===== src/adcefa_defines.vh =====
`ifndef ADCEFA_DEFINES_VH
`define ADCEFA_DEFINES_VH

// Register offsets on the local register port.
`define ADCEFA_REG_CTRL 8'h00
`define ADCEFA_REG_FLAGS 8'h01
`define ADCEFA_REG_IRQ_STAT 8'h02
`define ADCEFA_REG_IRQ_MASK 8'h03
`define ADCEFA_REG_WDEN_LO 8'h04
`define ADCEFA_REG_WDEN_HI 8'h05
`define ADCEFA_REG_WDST_LO 8'h06
`define ADCEFA_REG_WDST_HI 8'h07
`define ADCEFA_REG_HTHR_LO 8'h08
`define ADCEFA_REG_HTHR_HI 8'h09
`define ADCEFA_REG_LTHR_LO 8'h0a
`define ADCEFA_REG_LTHR_HI 8'h0b
`define ADCEFA_REG_RES_HI 8'h0c
`define ADCEFA_REG_RES_LO 8'h0d
`define ADCEFA_REG_BUF_BASE 8'h10

// Control register fields.
`define ADCEFA_CTRL_ALIGN_LEFT 0
`define ADCEFA_CTRL_SCAN 1
`define ADCEFA_CTRL_BUFFERED 2
`define ADCEFA_CTRL_DONE_IE 3
`define ADCEFA_CTRL_WD_IE 4

// Flag register and interrupt status fields.
`define ADCEFA_FLAG_DONE 0
`define ADCEFA_FLAG_WD 1

// Reset values.
`define ADCEFA_CTRL_RST 8'h00
`define ADCEFA_IRQ_MASK_RST 2'h3
`define ADCEFA_HTHR_RST 10'h3ff
`define ADCEFA_LTHR_RST 10'h000

// Sizes.
`define ADCEFA_BUF_DEPTH_DEF 10
`define ADCEFA_DATA_W_DEF 10

`endif


===== src/adcefa_align.v =====
`timescale 1ns/1ps
`include "adcefa_defines.vh"

module adcefa_align #(
   parameter DATA_W = `ADCEFA_DATA_W_DEF
) (
   // Control
   input wire left_in,
   // Result
   input wire [DATA_W-1:0] data_in,
   // Split bytes
   output wire [7:0] hi_out,
   output wire [7:0] lo_out
);

   wire [15:0] right_word;
   wire [15:0] left_word;
   wire [15:0] sel_word;

   assign right_word = {{(16-DATA_W){1'b0}}, data_in};
   assign left_word = {data_in, {(16-DATA_W){1'b0}}};
   assign sel_word = left_in ? left_word : right_word;
   assign hi_out = sel_word[15:8];
   assign lo_out = sel_word[7:0];

endmodule


===== src/adcefa_irq.v =====
`timescale 1ns/1ps
`include "adcefa_defines.vh"

module adcefa_irq (
   // Clock and reset
   input wire clk_sys_in,
   input wire resetn_in,
   // Events
   input wire [1:0] set_in,
   input wire rd_clr_in,
   // Mask
   input wire mask_we_in,
   input wire [1:0] mask_wdata_in,
   // State
   output wire [1:0] stat_out,
   output wire [1:0] mask_out,
   output wire irq_out
);

   reg [1:0] stat_q;
   reg [1:0] mask_q;
   wire [1:0] stat_d;

   // A set in the cycle of the clearing read survives.
   assign stat_d = set_in | (rd_clr_in ? 2'h0 : stat_q);

   always @(posedge clk_sys_in or negedge resetn_in) begin
      if (!resetn_in) begin
         stat_q <= 2'h0;
         mask_q <= `ADCEFA_IRQ_MASK_RST;
      end else begin
         stat_q <= stat_d;
         if (mask_we_in) begin
            mask_q <= mask_wdata_in;
         end
      end
   end

   assign stat_out = stat_q;
   assign mask_out = mask_q;
   assign irq_out = |(stat_q & mask_q);

endmodule


===== src/adcefa_top.v =====
// Contract
// - A software control bit selects how each result is split over two bytes.
// - Right justified: low byte holds 8 LSBs, high byte the rest, zero filled.
// - Left justified: high byte holds 8 MSBs, low byte upper bits hold the rest.
// - Buffered mode sets conversion done only when the whole buffer is filled.
// - Scan mode sets conversion done once, after the last channel is converted.
// - With done interrupt enabled, an interrupt is raised when done is set.
// - An enabled entry sets its watchdog status when outside the threshold window.
// - Buffered mode without both enables sets watchdog flag at buffer full.
// - Scan mode without both enables sets watchdog flag at scan end.
// - Both enables set: watchdog flag on first hit, interrupt, conversion halts.
// - Buffer depth is 8 or 10 entries and marks the buffer full point.
// - Done flag stays set until software writes zero to it; one has no effect.
// - The conversion result is 10 bits wide.
//
// Chosen here: the address map and the strobed register port.
`timescale 1ns/1ps
`include "adcefa_defines.vh"

module adcefa_top #(
   parameter DEPTH = `ADCEFA_BUF_DEPTH_DEF,
   parameter DATA_W = `ADCEFA_DATA_W_DEF
) (
   // Clock and reset
   input wire clk_sys_in,
   input wire resetn_in,
   // Register port
   input wire [7:0] reg_addr_in,
   input wire [7:0] reg_wdata_in,
   input wire reg_wr_in,
   input wire reg_rd_in,
   output wire [7:0] reg_rdata_out,
   // Converter core
   input wire conv_done_in,
   input wire [DATA_W-1:0] conv_data_in,
   input wire [3:0] conv_index_in,
   input wire conv_last_in,
   output wire conv_halt_out,
   // Power management
   input wire wait_mode_in,
   input wire halt_mode_in,
   output wire wake_out,
   output wire irq_out
);

   localparam [31:0] LAST_FULL = DEPTH - 1;
   localparam [3:0] LAST_ENTRY = LAST_FULL[3:0];

   // Returns a one-hot entry mask, or zero for an index beyond the buffer.
   function [15:0] entry_bit;
      input [3:0] idx;
      begin
         entry_bit = 16'h0000;
         if (idx <= LAST_ENTRY) begin
            entry_bit[idx] = 1'b1;
         end
      end
   endfunction

   // Returns the buffer entry addressed by a byte offset.
   function [3:0] buf_entry;
      input [7:0] addr;
      reg [7:0] rel;
      begin
         rel = addr - `ADCEFA_REG_BUF_BASE;
         buf_entry = rel[4:1];
      end
   endfunction

   // Tells whether a byte offset falls inside the buffer window.
   function buf_hit;
      input [7:0] addr;
      reg [7:0] rel;
      begin
         rel = addr - `ADCEFA_REG_BUF_BASE;
         buf_hit = (addr >= `ADCEFA_REG_BUF_BASE) && (rel[7:5] == 3'h0) && (rel[4:1] <= LAST_ENTRY);
      end
   endfunction

   // Control and configuration.
   reg [7:0] ctrl_q;
   reg [15:0] wden_q;
   reg [15:0] wdst_q;
   reg [DATA_W-1:0] hthr_q;
   reg [DATA_W-1:0] lthr_q;
   reg done_q;
   reg wdflag_q;
   reg halt_q;
   reg [3:0] cnt_q;
   reg [7:0] res_hi_q;
   reg [7:0] res_lo_q;
   reg [7:0] shadow_q;
   reg lock_q;
   reg [7:0] rdata_q;
   reg [7:0] buf_hi_q [0:DEPTH-1];
   reg [7:0] buf_lo_q [0:DEPTH-1];

   wire align_left;
   wire scan_mode;
   wire buf_mode;
   wire multi_mode;
   wire done_ie;
   wire wd_ie;
   wire both_ie;
   wire [7:0] split_hi;
   wire [7:0] split_lo;
   wire [1:0] irq_stat;
   wire [1:0] irq_mask;

   assign align_left = ctrl_q[`ADCEFA_CTRL_ALIGN_LEFT];
   assign scan_mode = ctrl_q[`ADCEFA_CTRL_SCAN];
   assign buf_mode = ctrl_q[`ADCEFA_CTRL_BUFFERED] & ~scan_mode;
   assign multi_mode = scan_mode | buf_mode;
   assign done_ie = ctrl_q[`ADCEFA_CTRL_DONE_IE];
   assign wd_ie = ctrl_q[`ADCEFA_CTRL_WD_IE];
   assign both_ie = done_ie & wd_ie;

   // Register port decode.
   wire wr_ctrl;
   wire wr_flags;
   wire wr_wdst_lo;
   wire wr_wdst_hi;
   wire rd_res_hi;
   wire rd_res_lo;

   assign wr_ctrl = reg_wr_in && (reg_addr_in == `ADCEFA_REG_CTRL);
   assign wr_flags = reg_wr_in && (reg_addr_in == `ADCEFA_REG_FLAGS);
   assign wr_wdst_lo = reg_wr_in && (reg_addr_in == `ADCEFA_REG_WDST_LO);
   assign wr_wdst_hi = reg_wr_in && (reg_addr_in == `ADCEFA_REG_WDST_HI);
   assign rd_res_hi = reg_rd_in && (reg_addr_in == `ADCEFA_REG_RES_HI);
   assign rd_res_lo = reg_rd_in && (reg_addr_in == `ADCEFA_REG_RES_LO);

   // Conversion event handling.
   wire evt;
   wire [3:0] idx;
   wire [15:0] idx_bit;
   wire out_win;
   wire hit;
   wire [15:0] wdst_set;
   wire [15:0] wdst_new;
   wire end_seq;
   wire done_set;
   wire wdflag_set;
   wire halt_set;
   wire done_clr;
   wire wdflag_clr;
   wire [15:0] wdst_clr;

   // A halted sequence takes no further results.
   assign evt = conv_done_in & ~halt_q;
   assign idx = buf_mode ? cnt_q : (scan_mode ? conv_index_in : 4'h0);
   assign idx_bit = entry_bit(idx);
   assign out_win = (conv_data_in > hthr_q) || (conv_data_in < lthr_q);
   assign hit = evt & multi_mode & out_win & |(wden_q & idx_bit);
   assign wdst_set = hit ? idx_bit : 16'h0000;
   assign wdst_new = wdst_q | wdst_set;

   // The end point is buffer full, scan end, or every single conversion.
   assign end_seq = evt & (buf_mode ? (cnt_q == LAST_ENTRY) : (scan_mode ? conv_last_in : 1'b1));
   assign done_set = end_seq;

   // With both enables the flag fires on the first hit, otherwise at the end point.
   assign wdflag_set = multi_mode ?
                    (both_ie ? hit : (end_seq & |wdst_new)) :
                    (evt & out_win);
   assign halt_set = multi_mode & both_ie & hit;

   assign done_clr = wr_flags & ~reg_wdata_in[`ADCEFA_FLAG_DONE];
   assign wdflag_clr = wr_flags & ~reg_wdata_in[`ADCEFA_FLAG_WD];
   assign wdst_clr = {(wr_wdst_hi ? ~reg_wdata_in : 8'h00), (wr_wdst_lo ? ~reg_wdata_in : 8'h00)};

   adcefa_align #(
      .DATA_W(DATA_W)
   ) u_align (
      .left_in(align_left),
      .data_in(conv_data_in),
      .hi_out(split_hi),
      .lo_out(split_lo)
   );

   adcefa_irq u_irq (
      .clk_sys_in(clk_sys_in),
      .resetn_in(resetn_in),
      .set_in({wdflag_set & wd_ie, done_set & done_ie}),
      .rd_clr_in(reg_rd_in && (reg_addr_in == `ADCEFA_REG_IRQ_STAT)),
      .mask_we_in(reg_wr_in && (reg_addr_in == `ADCEFA_REG_IRQ_MASK)),
      .mask_wdata_in(reg_wdata_in[1:0]),
      .stat_out(irq_stat),
      .mask_out(irq_mask),
      .irq_out(irq_out)
   );

   // Configuration registers: control, watchdog enables and thresholds.
   always @(posedge clk_sys_in or negedge resetn_in) begin
      if (!resetn_in) begin
         ctrl_q <= `ADCEFA_CTRL_RST;
         wden_q <= 16'h0000;
         hthr_q <= `ADCEFA_HTHR_RST;
         lthr_q <= `ADCEFA_LTHR_RST;
      end else if (reg_wr_in) begin
         case (reg_addr_in)
            `ADCEFA_REG_CTRL: begin
               ctrl_q <= {3'h0, reg_wdata_in[4:0]};
            end
            `ADCEFA_REG_WDEN_LO: begin
               wden_q[7:0] <= reg_wdata_in;
            end
            `ADCEFA_REG_WDEN_HI: begin
               wden_q[15:8] <= reg_wdata_in;
            end
            `ADCEFA_REG_HTHR_LO: begin
               hthr_q[7:0] <= reg_wdata_in;
            end
            `ADCEFA_REG_HTHR_HI: begin
               hthr_q[DATA_W-1:8] <= reg_wdata_in[DATA_W-9:0];
            end
            `ADCEFA_REG_LTHR_LO: begin
               lthr_q[7:0] <= reg_wdata_in;
            end
            `ADCEFA_REG_LTHR_HI: begin
               lthr_q[DATA_W-1:8] <= reg_wdata_in[DATA_W-9:0];
            end
            default: begin
               ctrl_q <= ctrl_q;
            end
         endcase
      end
   end

   // Flags: a set in the same cycle as a clear wins.
   always @(posedge clk_sys_in or negedge resetn_in) begin
      if (!resetn_in) begin
         done_q <= 1'b0;
         wdflag_q <= 1'b0;
         halt_q <= 1'b0;
         wdst_q <= 16'h0000;
         cnt_q <= 4'h0;
      end else begin
         done_q <= done_set | (done_q & ~done_clr);
         wdflag_q <= wdflag_set | (wdflag_q & ~wdflag_clr);
         wdst_q <= wdst_set | (wdst_q & ~wdst_clr);
         // Halt releases when software clears the watchdog flag or leaves the mode.
         halt_q <= halt_set | (halt_q & ~wdflag_clr & multi_mode & both_ie);
         if (!buf_mode || wr_ctrl) begin
            cnt_q <= 4'h0;
         end else if (evt) begin
            cnt_q <= (cnt_q == LAST_ENTRY) ? 4'h0 : cnt_q + 4'h1;
         end
      end
   end

   // Result bytes, split at the moment the conversion completes.
   always @(posedge clk_sys_in or negedge resetn_in) begin
      if (!resetn_in) begin
         res_hi_q <= 8'h00;
         res_lo_q <= 8'h00;
      end else if (evt) begin
         res_hi_q <= split_hi;
         res_lo_q <= split_lo;
      end
   end

   // Buffer entries hold no reset value; software reads them after done.
   always @(posedge clk_sys_in) begin
      if (evt && multi_mode && (idx <= LAST_ENTRY)) begin
         buf_hi_q[idx] <= split_hi;
         buf_lo_q[idx] <= split_lo;
      end
   end

   // Reading the first byte of a pair freezes its partner until the second read.
   always @(posedge clk_sys_in or negedge resetn_in) begin
      if (!resetn_in) begin
         shadow_q <= 8'h00;
         lock_q <= 1'b0;
      end else if (align_left ? rd_res_hi : rd_res_lo) begin
         shadow_q <= align_left ? res_lo_q : res_hi_q;
         lock_q <= 1'b1;
      end else if (align_left ? rd_res_lo : rd_res_hi) begin
         lock_q <= 1'b0;
      end
   end

   // Read multiplexer.
   reg [7:0] rd_mux;
   reg [3:0] rd_entry;

   always @* begin
      rd_mux = 8'h00;
      rd_entry = buf_entry(reg_addr_in);
      case (reg_addr_in)
         `ADCEFA_REG_CTRL: begin
            rd_mux = ctrl_q;
         end
         `ADCEFA_REG_FLAGS: begin
            rd_mux = {6'h00, wdflag_q, done_q};
         end
         `ADCEFA_REG_IRQ_STAT: begin
            rd_mux = {6'h00, irq_stat};
         end
         `ADCEFA_REG_IRQ_MASK: begin
            rd_mux = {6'h00, irq_mask};
         end
         `ADCEFA_REG_WDEN_LO: begin
            rd_mux = wden_q[7:0];
         end
         `ADCEFA_REG_WDEN_HI: begin
            rd_mux = wden_q[15:8];
         end
         `ADCEFA_REG_WDST_LO: begin
            rd_mux = wdst_q[7:0];
         end
         `ADCEFA_REG_WDST_HI: begin
            rd_mux = wdst_q[15:8];
         end
         `ADCEFA_REG_HTHR_LO: begin
            rd_mux = hthr_q[7:0];
         end
         `ADCEFA_REG_HTHR_HI: begin
            rd_mux = {{(16-DATA_W){1'b0}}, hthr_q[DATA_W-1:8]};
         end
         `ADCEFA_REG_LTHR_LO: begin
            rd_mux = lthr_q[7:0];
         end
         `ADCEFA_REG_LTHR_HI: begin
            rd_mux = {{(16-DATA_W){1'b0}}, lthr_q[DATA_W-1:8]};
         end
         `ADCEFA_REG_RES_HI: begin
            rd_mux = (lock_q && !align_left) ? shadow_q : res_hi_q;
         end
         `ADCEFA_REG_RES_LO: begin
            rd_mux = (lock_q && align_left) ? shadow_q : res_lo_q;
         end
         default: begin
            if (buf_hit(reg_addr_in)) begin
               rd_mux = reg_addr_in[0] ? buf_lo_q[rd_entry] : buf_hi_q[rd_entry];
            end
         end
      endcase
   end

   // Read data stand only in the cycle after the read strobe.
   always @(posedge clk_sys_in or negedge resetn_in) begin
      if (!resetn_in) begin
         rdata_q <= 8'h00;
      end else begin
         rdata_q <= reg_rd_in ? rd_mux : 8'h00;
      end
   end

   assign reg_rdata_out = rdata_q;
   assign conv_halt_out = halt_q;
   assign wake_out = irq_out & wait_mode_in & ~halt_mode_in;

endmodule

===== config.mk =====
export PLATFORM = sky130hd
export DESIGN_NAME = adcefa_top
export DESIGN_NICKNAME = d
export VERILOG_FILES = /design/src/adcefa_align.v /design/src/adcefa_irq.v /design/src/adcefa_top.v
export VERILOG_INCLUDE_DIRS = /design/src
export SDC_FILE = /design/constraint.sdc
export NUM_CORES = 1
export LEC_CHECK = 0
export ABC_AREA = 1
export BUFFER_PORTS_ARGS = -buffer_cell sky130_fd_sc_hd__buf_2
export CORE_ASPECT_RATIO = 1.25
export CORE_MARGIN = 2
export CORE_UTILIZATION = 55
export CTS_CLUSTER_DIAMETER = 50
export DETAILED_ROUTE_END_ITERATION = 6
export GPL_TIMING_DRIVEN = 0
export PLACE_DENSITY_LB_ADDON = 0.12
export SETUP_SLACK_MARGIN = 0.2
export SLEW_MARGIN = 20
export SYNTH_ARGS = -nofsm -noshare
export SYNTH_HDL_FRONTEND = slang
export SYNTH_HIERARCHICAL = 1
export SYNTH_SLANG_ARGS = --single-unit

===== constraint.sdc =====
create_clock -name clk_sys_in -period 1.99 [get_ports clk_sys_in]
set_input_delay 0.597 -clock clk_sys_in [delete_from_list [all_inputs] [get_ports clk_sys_in]]
set_output_delay 0.597 -clock clk_sys_in [all_outputs]
set_load 0.02 [all_outputs]

# Word-level counts from Yosys, hierarchy flattened
# Memory sizes are Yosys's and may differ from the RTL's.
# Cells that the tools add are included.
[classes]
add_sub_neg = 2
n_mul = 0
n_div = 0
n_lt_le_gt_ge = 7
n_eq_ne = 14
shift = 0
mux = 30
bitwise = 41
n_reduce_logical = 33
[ops]
columns = ["operator", "count"]
rows = [
  ["$pmux 8 s14", 1],
  ["$mux 8", 8],
  ["$eq 8x4->1 const B", 6],
  ["$mux 16", 3],
  ["$and 16x16->16", 2],
  ["$eq 8x3->1 const B", 4],
  ["$or 16x16->16", 2],
  ["$reduce_or 16->1", 2],
  ["$and 1x1->1", 22],
  ["$mux 4", 5],
  ["$eq 8x2->1 const B", 2],
  ["$not 16->16", 1],
  ["$logic_and 1x1->1", 15],
  ["$reduce_and 2->1", 7],
  ["$mux 1", 11],
  ["$gt 10x10->1", 1],
  ["$lt 10x10->1", 1],
  ["$eq 8x1->1 const B", 1],
  ["$ge 8x5->1 const B", 1],
  ["$le 4x4->1 const B", 2],
  ["$logic_not 8->1", 1],
  ["$not 8->8", 1],
  ["$sub 8x5->8 const B", 1],
  ["$not 1->1", 7],
  ["14 further kinds", 20],
]
[totals]
reg_bits = 101
latchBits = 0
mem_bits_rw = 160
romBits = 0
inputBits = 38
word_cells = 148
memories = 2
[mem_list]
columns = ["name", "depth", "word_bits", "rd", "rd_ports_with_merged_regs", "wr", "line_no", "text"]
rows = [
  ["buf_hi_q", 10, 8, 1, 0, 1, "adcefa_top.v:95", "reg [7:0] buf_hi_q [0:DEPTH-1];"],
  ["buf_lo_q", 10, 8, 1, 0, 1, "adcefa_top.v:96", "reg [7:0] buf_lo_q [0:DEPTH-1];"],
]

# Depth between registers and ports, before layout
[logic_depth]
depth_word = 19
mapped_depth = 16
depth_no_buf = 16

# By module
# The synthesis kept the hierarchy.
[modules_own_cells]
columns = ["module", "n_inst", "cells_per_inst", "area_each_um2"]
rows = [
  ["adcefa_top", 1, 1212, 11910.2],
  ["adcefa_irq", 1, 21, 166.4],
  ["adcefa_align", 1, 39, 165.2],
]

# Worst setup path before layout
# Ideal clock, no wire load.
[synth_timing]
path_kind = "input to register"
start = "input port reg_addr_in[4]"
end = "register shadow_q[6]"
setup_ns = 0.123
arrival_time_ns = 2.366
required_ns = 1.867
slack_ns = -0.499
cell_stages = 13
path_buffers = 2
cell_sequence = "inv_1 > clkbuf_1 > ha_1 > nand2_2 > nor2_4 > nand2_2 > nor2_4 > nand2_1 > o21ai_1 > inv_2 > buf_2 > nand2_1 > o21ai_1"
[synth_via]
elab_chain_cells = 3
[synth_rtl]
columns = ["element", "line_no", "text"]
rows = [
  ["from (decl)", "adcefa_top.v:28", "input wire [7:0] reg_addr_in,"],
  ["$eq 8x4->1", "-", ""],
  ["$logic_and 1x1->1, on equally long branches", "adcefa_top.v:131, adcefa_top.v:130", ""],
  ["$mux 1 *", "adcefa_top.v:276", "end else if (align_left ? rd_res_hi : rd_res_lo) begin"],
  ["to (signal assigned)", "adcefa_top.v:277", "shadow_q <= align_left ? res_lo_q : res_hi_q;"],
  ["to (decl)", "adcefa_top.v:92", "reg [7:0] shadow_q;"],
]
# Mark *: on every way between the ends. The rest lies on a longest branch, timed or not.
# A chain may end at the register's enable or synchronous reset.

# Final worst setup path
[layout_timing]
start = "register hthr_q[6]"
end = "register halt_q, in the netlist conv_halt_out"
[layout_via]
elab_chain_cells = 6
[layout_rtl]
columns = ["element", "line_no", "text"]
rows = [
  ["from (decl)", "adcefa_top.v:84", "reg [DATA_W-1:0] hthr_q;"],
  ["from (signal assigned)", "adcefa_top.v:198", "hthr_q <= `ADCEFA_HTHR_RST;"],
  ["from (signal assigned)", "adcefa_top.v:212", "hthr_q[7:0] <= reg_wdata_in;"],
  ["from (signal, indexed assignment)", "adcefa_top.v:215", "hthr_q[DATA_W-1:8] <= reg_wdata_in[DATA_W-9:0];"],
  ["$gt 10x10->1", "adcefa_top.v:153", "assign out_win = (conv_data_in > hthr_q) || (conv_data_in < lthr_q);"],
  ["$logic_or 1x1->1", "adcefa_top.v:153", ""],
  ["$and 1x1->1 (2 in series)", "adcefa_top.v:154", "assign hit = evt & multi_mode & out_win & |(wden_q & idx_bit);"],
  ["$and 1x1->1", "adcefa_top.v:166", "assign halt_set = multi_mode & both_ie & hit;"],
  ["$or 1x1->1", "adcefa_top.v:243", "halt_q <= halt_set | (halt_q & ~wdflag_clr & multi_mode & both_ie);"],
  ["to (signal assigned)", "adcefa_top.v:243", ""],
  ["to (decl)", "adcefa_top.v:88", "reg halt_q;"],
]
# No other way between the ends.

==> out/metrics.csv <==
stage;metric;value;unit
global_route;grt_util_all_layers;35.17;%
floorplanning;num_io_pins;49;
timing;relSlewSlack;31.36;%
setup_path;rr_startpoint;hthr_q[6];
floorplanning;floorplan.die.width;137.4;microns
detailed_routing;drc;0;
floorplanning;rows;61;
min_path;worst_hold_depth;3;
place;hpwl;25900;microns
logic_synthesis;synth_area_leader_cell;sky130_fd_sc_hd__edfxtp_1;
min_path;timing.hold.worst_endpoint;ctrl_q[3];
global_route;number_of_global_route_vias_before_repair;10280;
detailed_routing;routed_wl;42320;microns
detailed_routing;routed-via-count;10800;
job;maximum_capacitance_violations;0;
place;gp_routability_congestion;0.9277;
setup_path;startpoint_type;flop;
setup_path;reg2regPathDepth;13;
clock_tree;clock-root-buffer;sky130_fd_sc_hd__clkbuf_16;
timing;clock.fmax;459.1;MHz
logic_synthesis;synth_edf_count;160;
outcome;violations;negative setup slack;
setup_path;cpMaxStageDelayCell;sky130_fd_sc_hd__dfstp_2;
layout;area_growth;38.54;%
setup_path;r2r_end;conv_halt_out;
setup_path;worstSetupPathType;reg2reg;
layout;num-nets-final;1535;
layout;num_antenna_cells;0;
timing;finalCriticalPeriod;2.178;ns
detailed_routing;initial_detailed_routing_violation_count;1073;
power;pwr_density_cell;785.1;nW/um^2
setup_path;crit_required;2.44;ns
power;max-vdd-ir-drop;0.6778;mV
detailed_routing;avgRoutedWirePerCell;23.80;microns
detailed_routing;drtAntennaViolNets;0;
setup_path;worstSetupEndpointType;flop;
min_path;min_delay_startpoint;reg_wdata_in[3];
floorplanning;dieArea;23470;sq um
floorplanning;core_region_area;22060;sq um
outcome;run_status;finished, violations left;
global_route;grt.overflow.total;0;
clock_tree;cts_htree_levels;1;
logic_synthesis;postSynthRegisterBits;261;
floorplanning;initial_util;55.50;%
logic_synthesis;syn_inst;1272;
logic_synthesis;synth_async_sr_flop_share;38.70;%
layout;final_core_utilization;76.89;%
logic_synthesis;synth_warnings;6;
logic_synthesis;synth.distinct_cells;47;
timing;post-route-period-util;109.5;%
setup_path;critical-path-top-delay-family;flip-flops;
timing;final-hold-violation-count;0;
setup_path;reg2reg_setup_slack;-0.19;ns
clock_tree;clock_insertion_delay_worst_skew;0.55;ns
detailed_routing;vias_per_cell;6.073;
setup_path;timing.critical_path.buf_inv;4;
detailed_routing;drtPass1Iterations;5;
timing;finalSetupViolCount;169;
clock_tree;clkSlewWorstSetupHoldPaths;0.07;ns
clock_tree;numCtsBuffers;27;
global_route;grt_pass1_wl;60330;microns
setup_path;critical-path-top-cell-by-count;sky130_fd_sc_hd__buf_4;
setup_path;cp.arrival;2.63;ns
logic_synthesis;synth.top_cells.by_area;sky130_fd_sc_hd__edfxtp_1 39%, sky130_fd_sc_hd__dfrtp_1 18%, sky130_fd_sc_hd__nand2_1 11%;
global_route;antenna_found_initial;0;
floorplanning;fp.dieH;170.8;microns
logic_synthesis;avgSynthCellArea;9.624;sq um
timing;fin_skew;0.01707;ns
global_route;maximum_number_of_pins_on_one_net_before_global_route_repair;65;
setup_path;cp_cell_sequence;inv_2 > ha_4 > nand2_2 > nor2_4 > nand4_1 > nand3_2 > nand2_4 > a21boi_4 > buf_6 > nand3_4 > buf_4 > buf_4 > o31ai_1;
clock_tree;max-clock-path-buffers;3;
timing;timing_worst_slew_pin_value;1.026;ns
place;preCtsSetupSlack;-1.024;ns
timing;maxSlewViolCount;0;
logic_synthesis;synth.net_count;1332;
logic_synthesis;area_of_the_mapped_netlist;12240;sq um
place;port_buffers;46;
clock_tree;clock_sinks;261;
setup_path;critical_path_s_largest_stage_delay;0.56;ns
logic_synthesis;yosys.area.top_type_share;39.25;%
power;cellLeakagePower;6.976;nW
clock_tree;tritoncts;yes;
setup_path;setup.worst_path.start;hthr_q[6];
timing;setup_ws;-0.1882;ns
min_path;min_path_type;in2reg;
logic_synthesis;ys_dominant_reg_cell;sky130_fd_sc_hd__edfxtp_1;
layout;post_route_cells_drive_above_1_share;38.53;%
timing;grt_setup_unrepaired;yes;
logic_synthesis;sequential_share_of_the_synthesized_area;60.02;%
setup_path;worst-path-max-fanout;2;
## metal layers
metal,vias up,part of all wire [%],GRT usage (%)
li1,4760,-,-
met1,5186,35,42.18
met2,625,48,59.85
met3,226,8.0,4.889
met4,0,9.0,21.20
met5,-,0,0
## tightest hold or removal path, cell delays in order
cell	delay, ns
sky130_fd_sc_hd__buf_2	0.14
sky130_fd_sc_hd__nand2_2	0.07
sky130_fd_sc_hd__o21ai_2	0.05
## repair_timing
action / in CTS / in global routing
gates cloned: 14 / 1
pin swaps: 71 / 43
setup buffers: 79 / 32
gates resized for setup: 253 / 149
setup endpoints to repair: 277 / 257
hold buffers: 1 / 0
endpoints found under the hold margin: 35 / 0
## sequential cells by signal, summed over array words and instances, names as in the netlist, 2 cells and up
signal	count
u_irq/stat_out	2
res_hi_q	8
u_irq/mask_out	2
hthr_q	10
ctrl_q	5
res_lo_q	8
buf_hi_q	80
reg_rdata_out	8
lthr_q	10
buf_lo_q	80
wdst_q	16
shadow_q	8
cnt_q	4
wden_q	16
## where the power goes
part,internal [mW],total (mW),switching [mW],leakage (nW)
logic,0.655,1.80,1.14,3.78
clock network,3.19,5.39,2.20,0.468
registers,5.98,6.12,0.148,2.73
## synth_stat cells (2+ instances only)
master                      number
sky130_fd_sc_hd__inv_1          96
sky130_fd_sc_hd__clkbuf_1       20
sky130_fd_sc_hd__nor2_2          6
sky130_fd_sc_hd__nand3_1        72
sky130_fd_sc_hd__o2bb2ai_1       8
sky130_fd_sc_hd__mux2_2          3
sky130_fd_sc_hd__nor3_1         26
sky130_fd_sc_hd__dfrtp_1        89
sky130_fd_sc_hd__buf_2          14
sky130_fd_sc_hd__nor4_1          5
sky130_fd_sc_hd__buf_4           2
sky130_fd_sc_hd__dfstp_2        12
sky130_fd_sc_hd__ha_1           22
sky130_fd_sc_hd__o221ai_1        7
sky130_fd_sc_hd__o21ai_0        98
sky130_fd_sc_hd__a21oi_1        34
sky130_fd_sc_hd__o211ai_1        7
sky130_fd_sc_hd__edfxtp_1      160
sky130_fd_sc_hd__nand2_1       367
sky130_fd_sc_hd__nor2_4          7
sky130_fd_sc_hd__nand2_2        12
sky130_fd_sc_hd__buf_6           5
sky130_fd_sc_hd__o22ai_1        21
sky130_fd_sc_hd__o21ai_1        19
sky130_fd_sc_hd__nor2_1         93
sky130_fd_sc_hd__nand3_2         4
sky130_fd_sc_hd__mux2i_1         8
sky130_fd_sc_hd__a21o_1          2
sky130_fd_sc_hd__inv_2          17
sky130_fd_sc_hd__xnor2_1         2
sky130_fd_sc_hd__nand4_1        14
sky130_fd_sc_hd__a31oi_1         4
sky130_fd_sc_hd__nor3_2          2
## layout make-up
cell class | count | area [sq um]
flip-flops and latches | 261 | 7350
repair buffers | 172 | 1798
clock inverters | 13 | 173.9
plain buffers | 43 | 340.3
well taps | 283 | 354.1
clock buffers | 36 | 783.3
fillers | 1314 | 5097
inverters | 114 | 504.2
multi-input cells | 856 | 5657
## logic make-up (layout without fill, tap and decap cells)
family / after synthesis / count (layout) / share of synthesized area [%]
buffers and inverters: 157 / 378 / 5.437
flip-flops: 261 / 261 / 60.02
AO/OA/AOI/OAI: 208 / 208 / 9.751
AND/OR/NAND/NOR: 611 / 613 / 21.47
XOR/XNOR: 2 / 2 / 0.1431
adder cells (fa/ha/maj): 22 / 22 / 2.249
multiplexers: 11 / 11 / 0.9301
## per-stage QoR
step	instances	total power [mW]	hold WS, ns	cell area [sq um]	setup TNS, ns
6_report	1778	13.32	0.3450	16960	-15.31
5_1_grt	1778	13.68	0.3368	16960	-26.35
4_1_cts	1745	13.09	0.3172	16130	-3.802
3_5_place_dp	1602	7.461	0.4606	13250	-113.10
3_3_place_gp	1601	7.423	0.4572	13210	-176.37
2_1_floorplan	1272	6.968	0.3014	12630	-4.231
## worst max path at each step
| stage | endpoint | cells past startpoint |
|---|---|---|
| 3_3_place_gp | reg_rdata_out[5] | 14 |
| 6_report | conv_halt_out | 13 |
| 4_1_cts | u_irq/stat_out[1] | 15 |
| 2_1_floorplan | shadow_q[6] | 13 |
| 5_1_grt | u_irq/stat_out[1] | 18 |
| 3_5_place_dp | reg_rdata_out[5] | 14 |
## cells in the final DEF, fill, tap and decap left out, drive strengths merged, types with 8 or more instances in the layout
cell type	Yosys	routed
a21oi	35	35
buf	23	192
clkbuf	20	58
clkinvlp	0	9
dfrtp	89	89
dfstp	12	12
edfxtp	160	160
ha	22	22
inv	114	109
mux2i	8	8
nand2	380	380
nand3	77	78
nand4	14	14
nor2	106	107
nor3	28	28
o21ai	117	117
o22ai	21	21
o2bb2ai	8	8
Power figures use the tool's default switching activity.
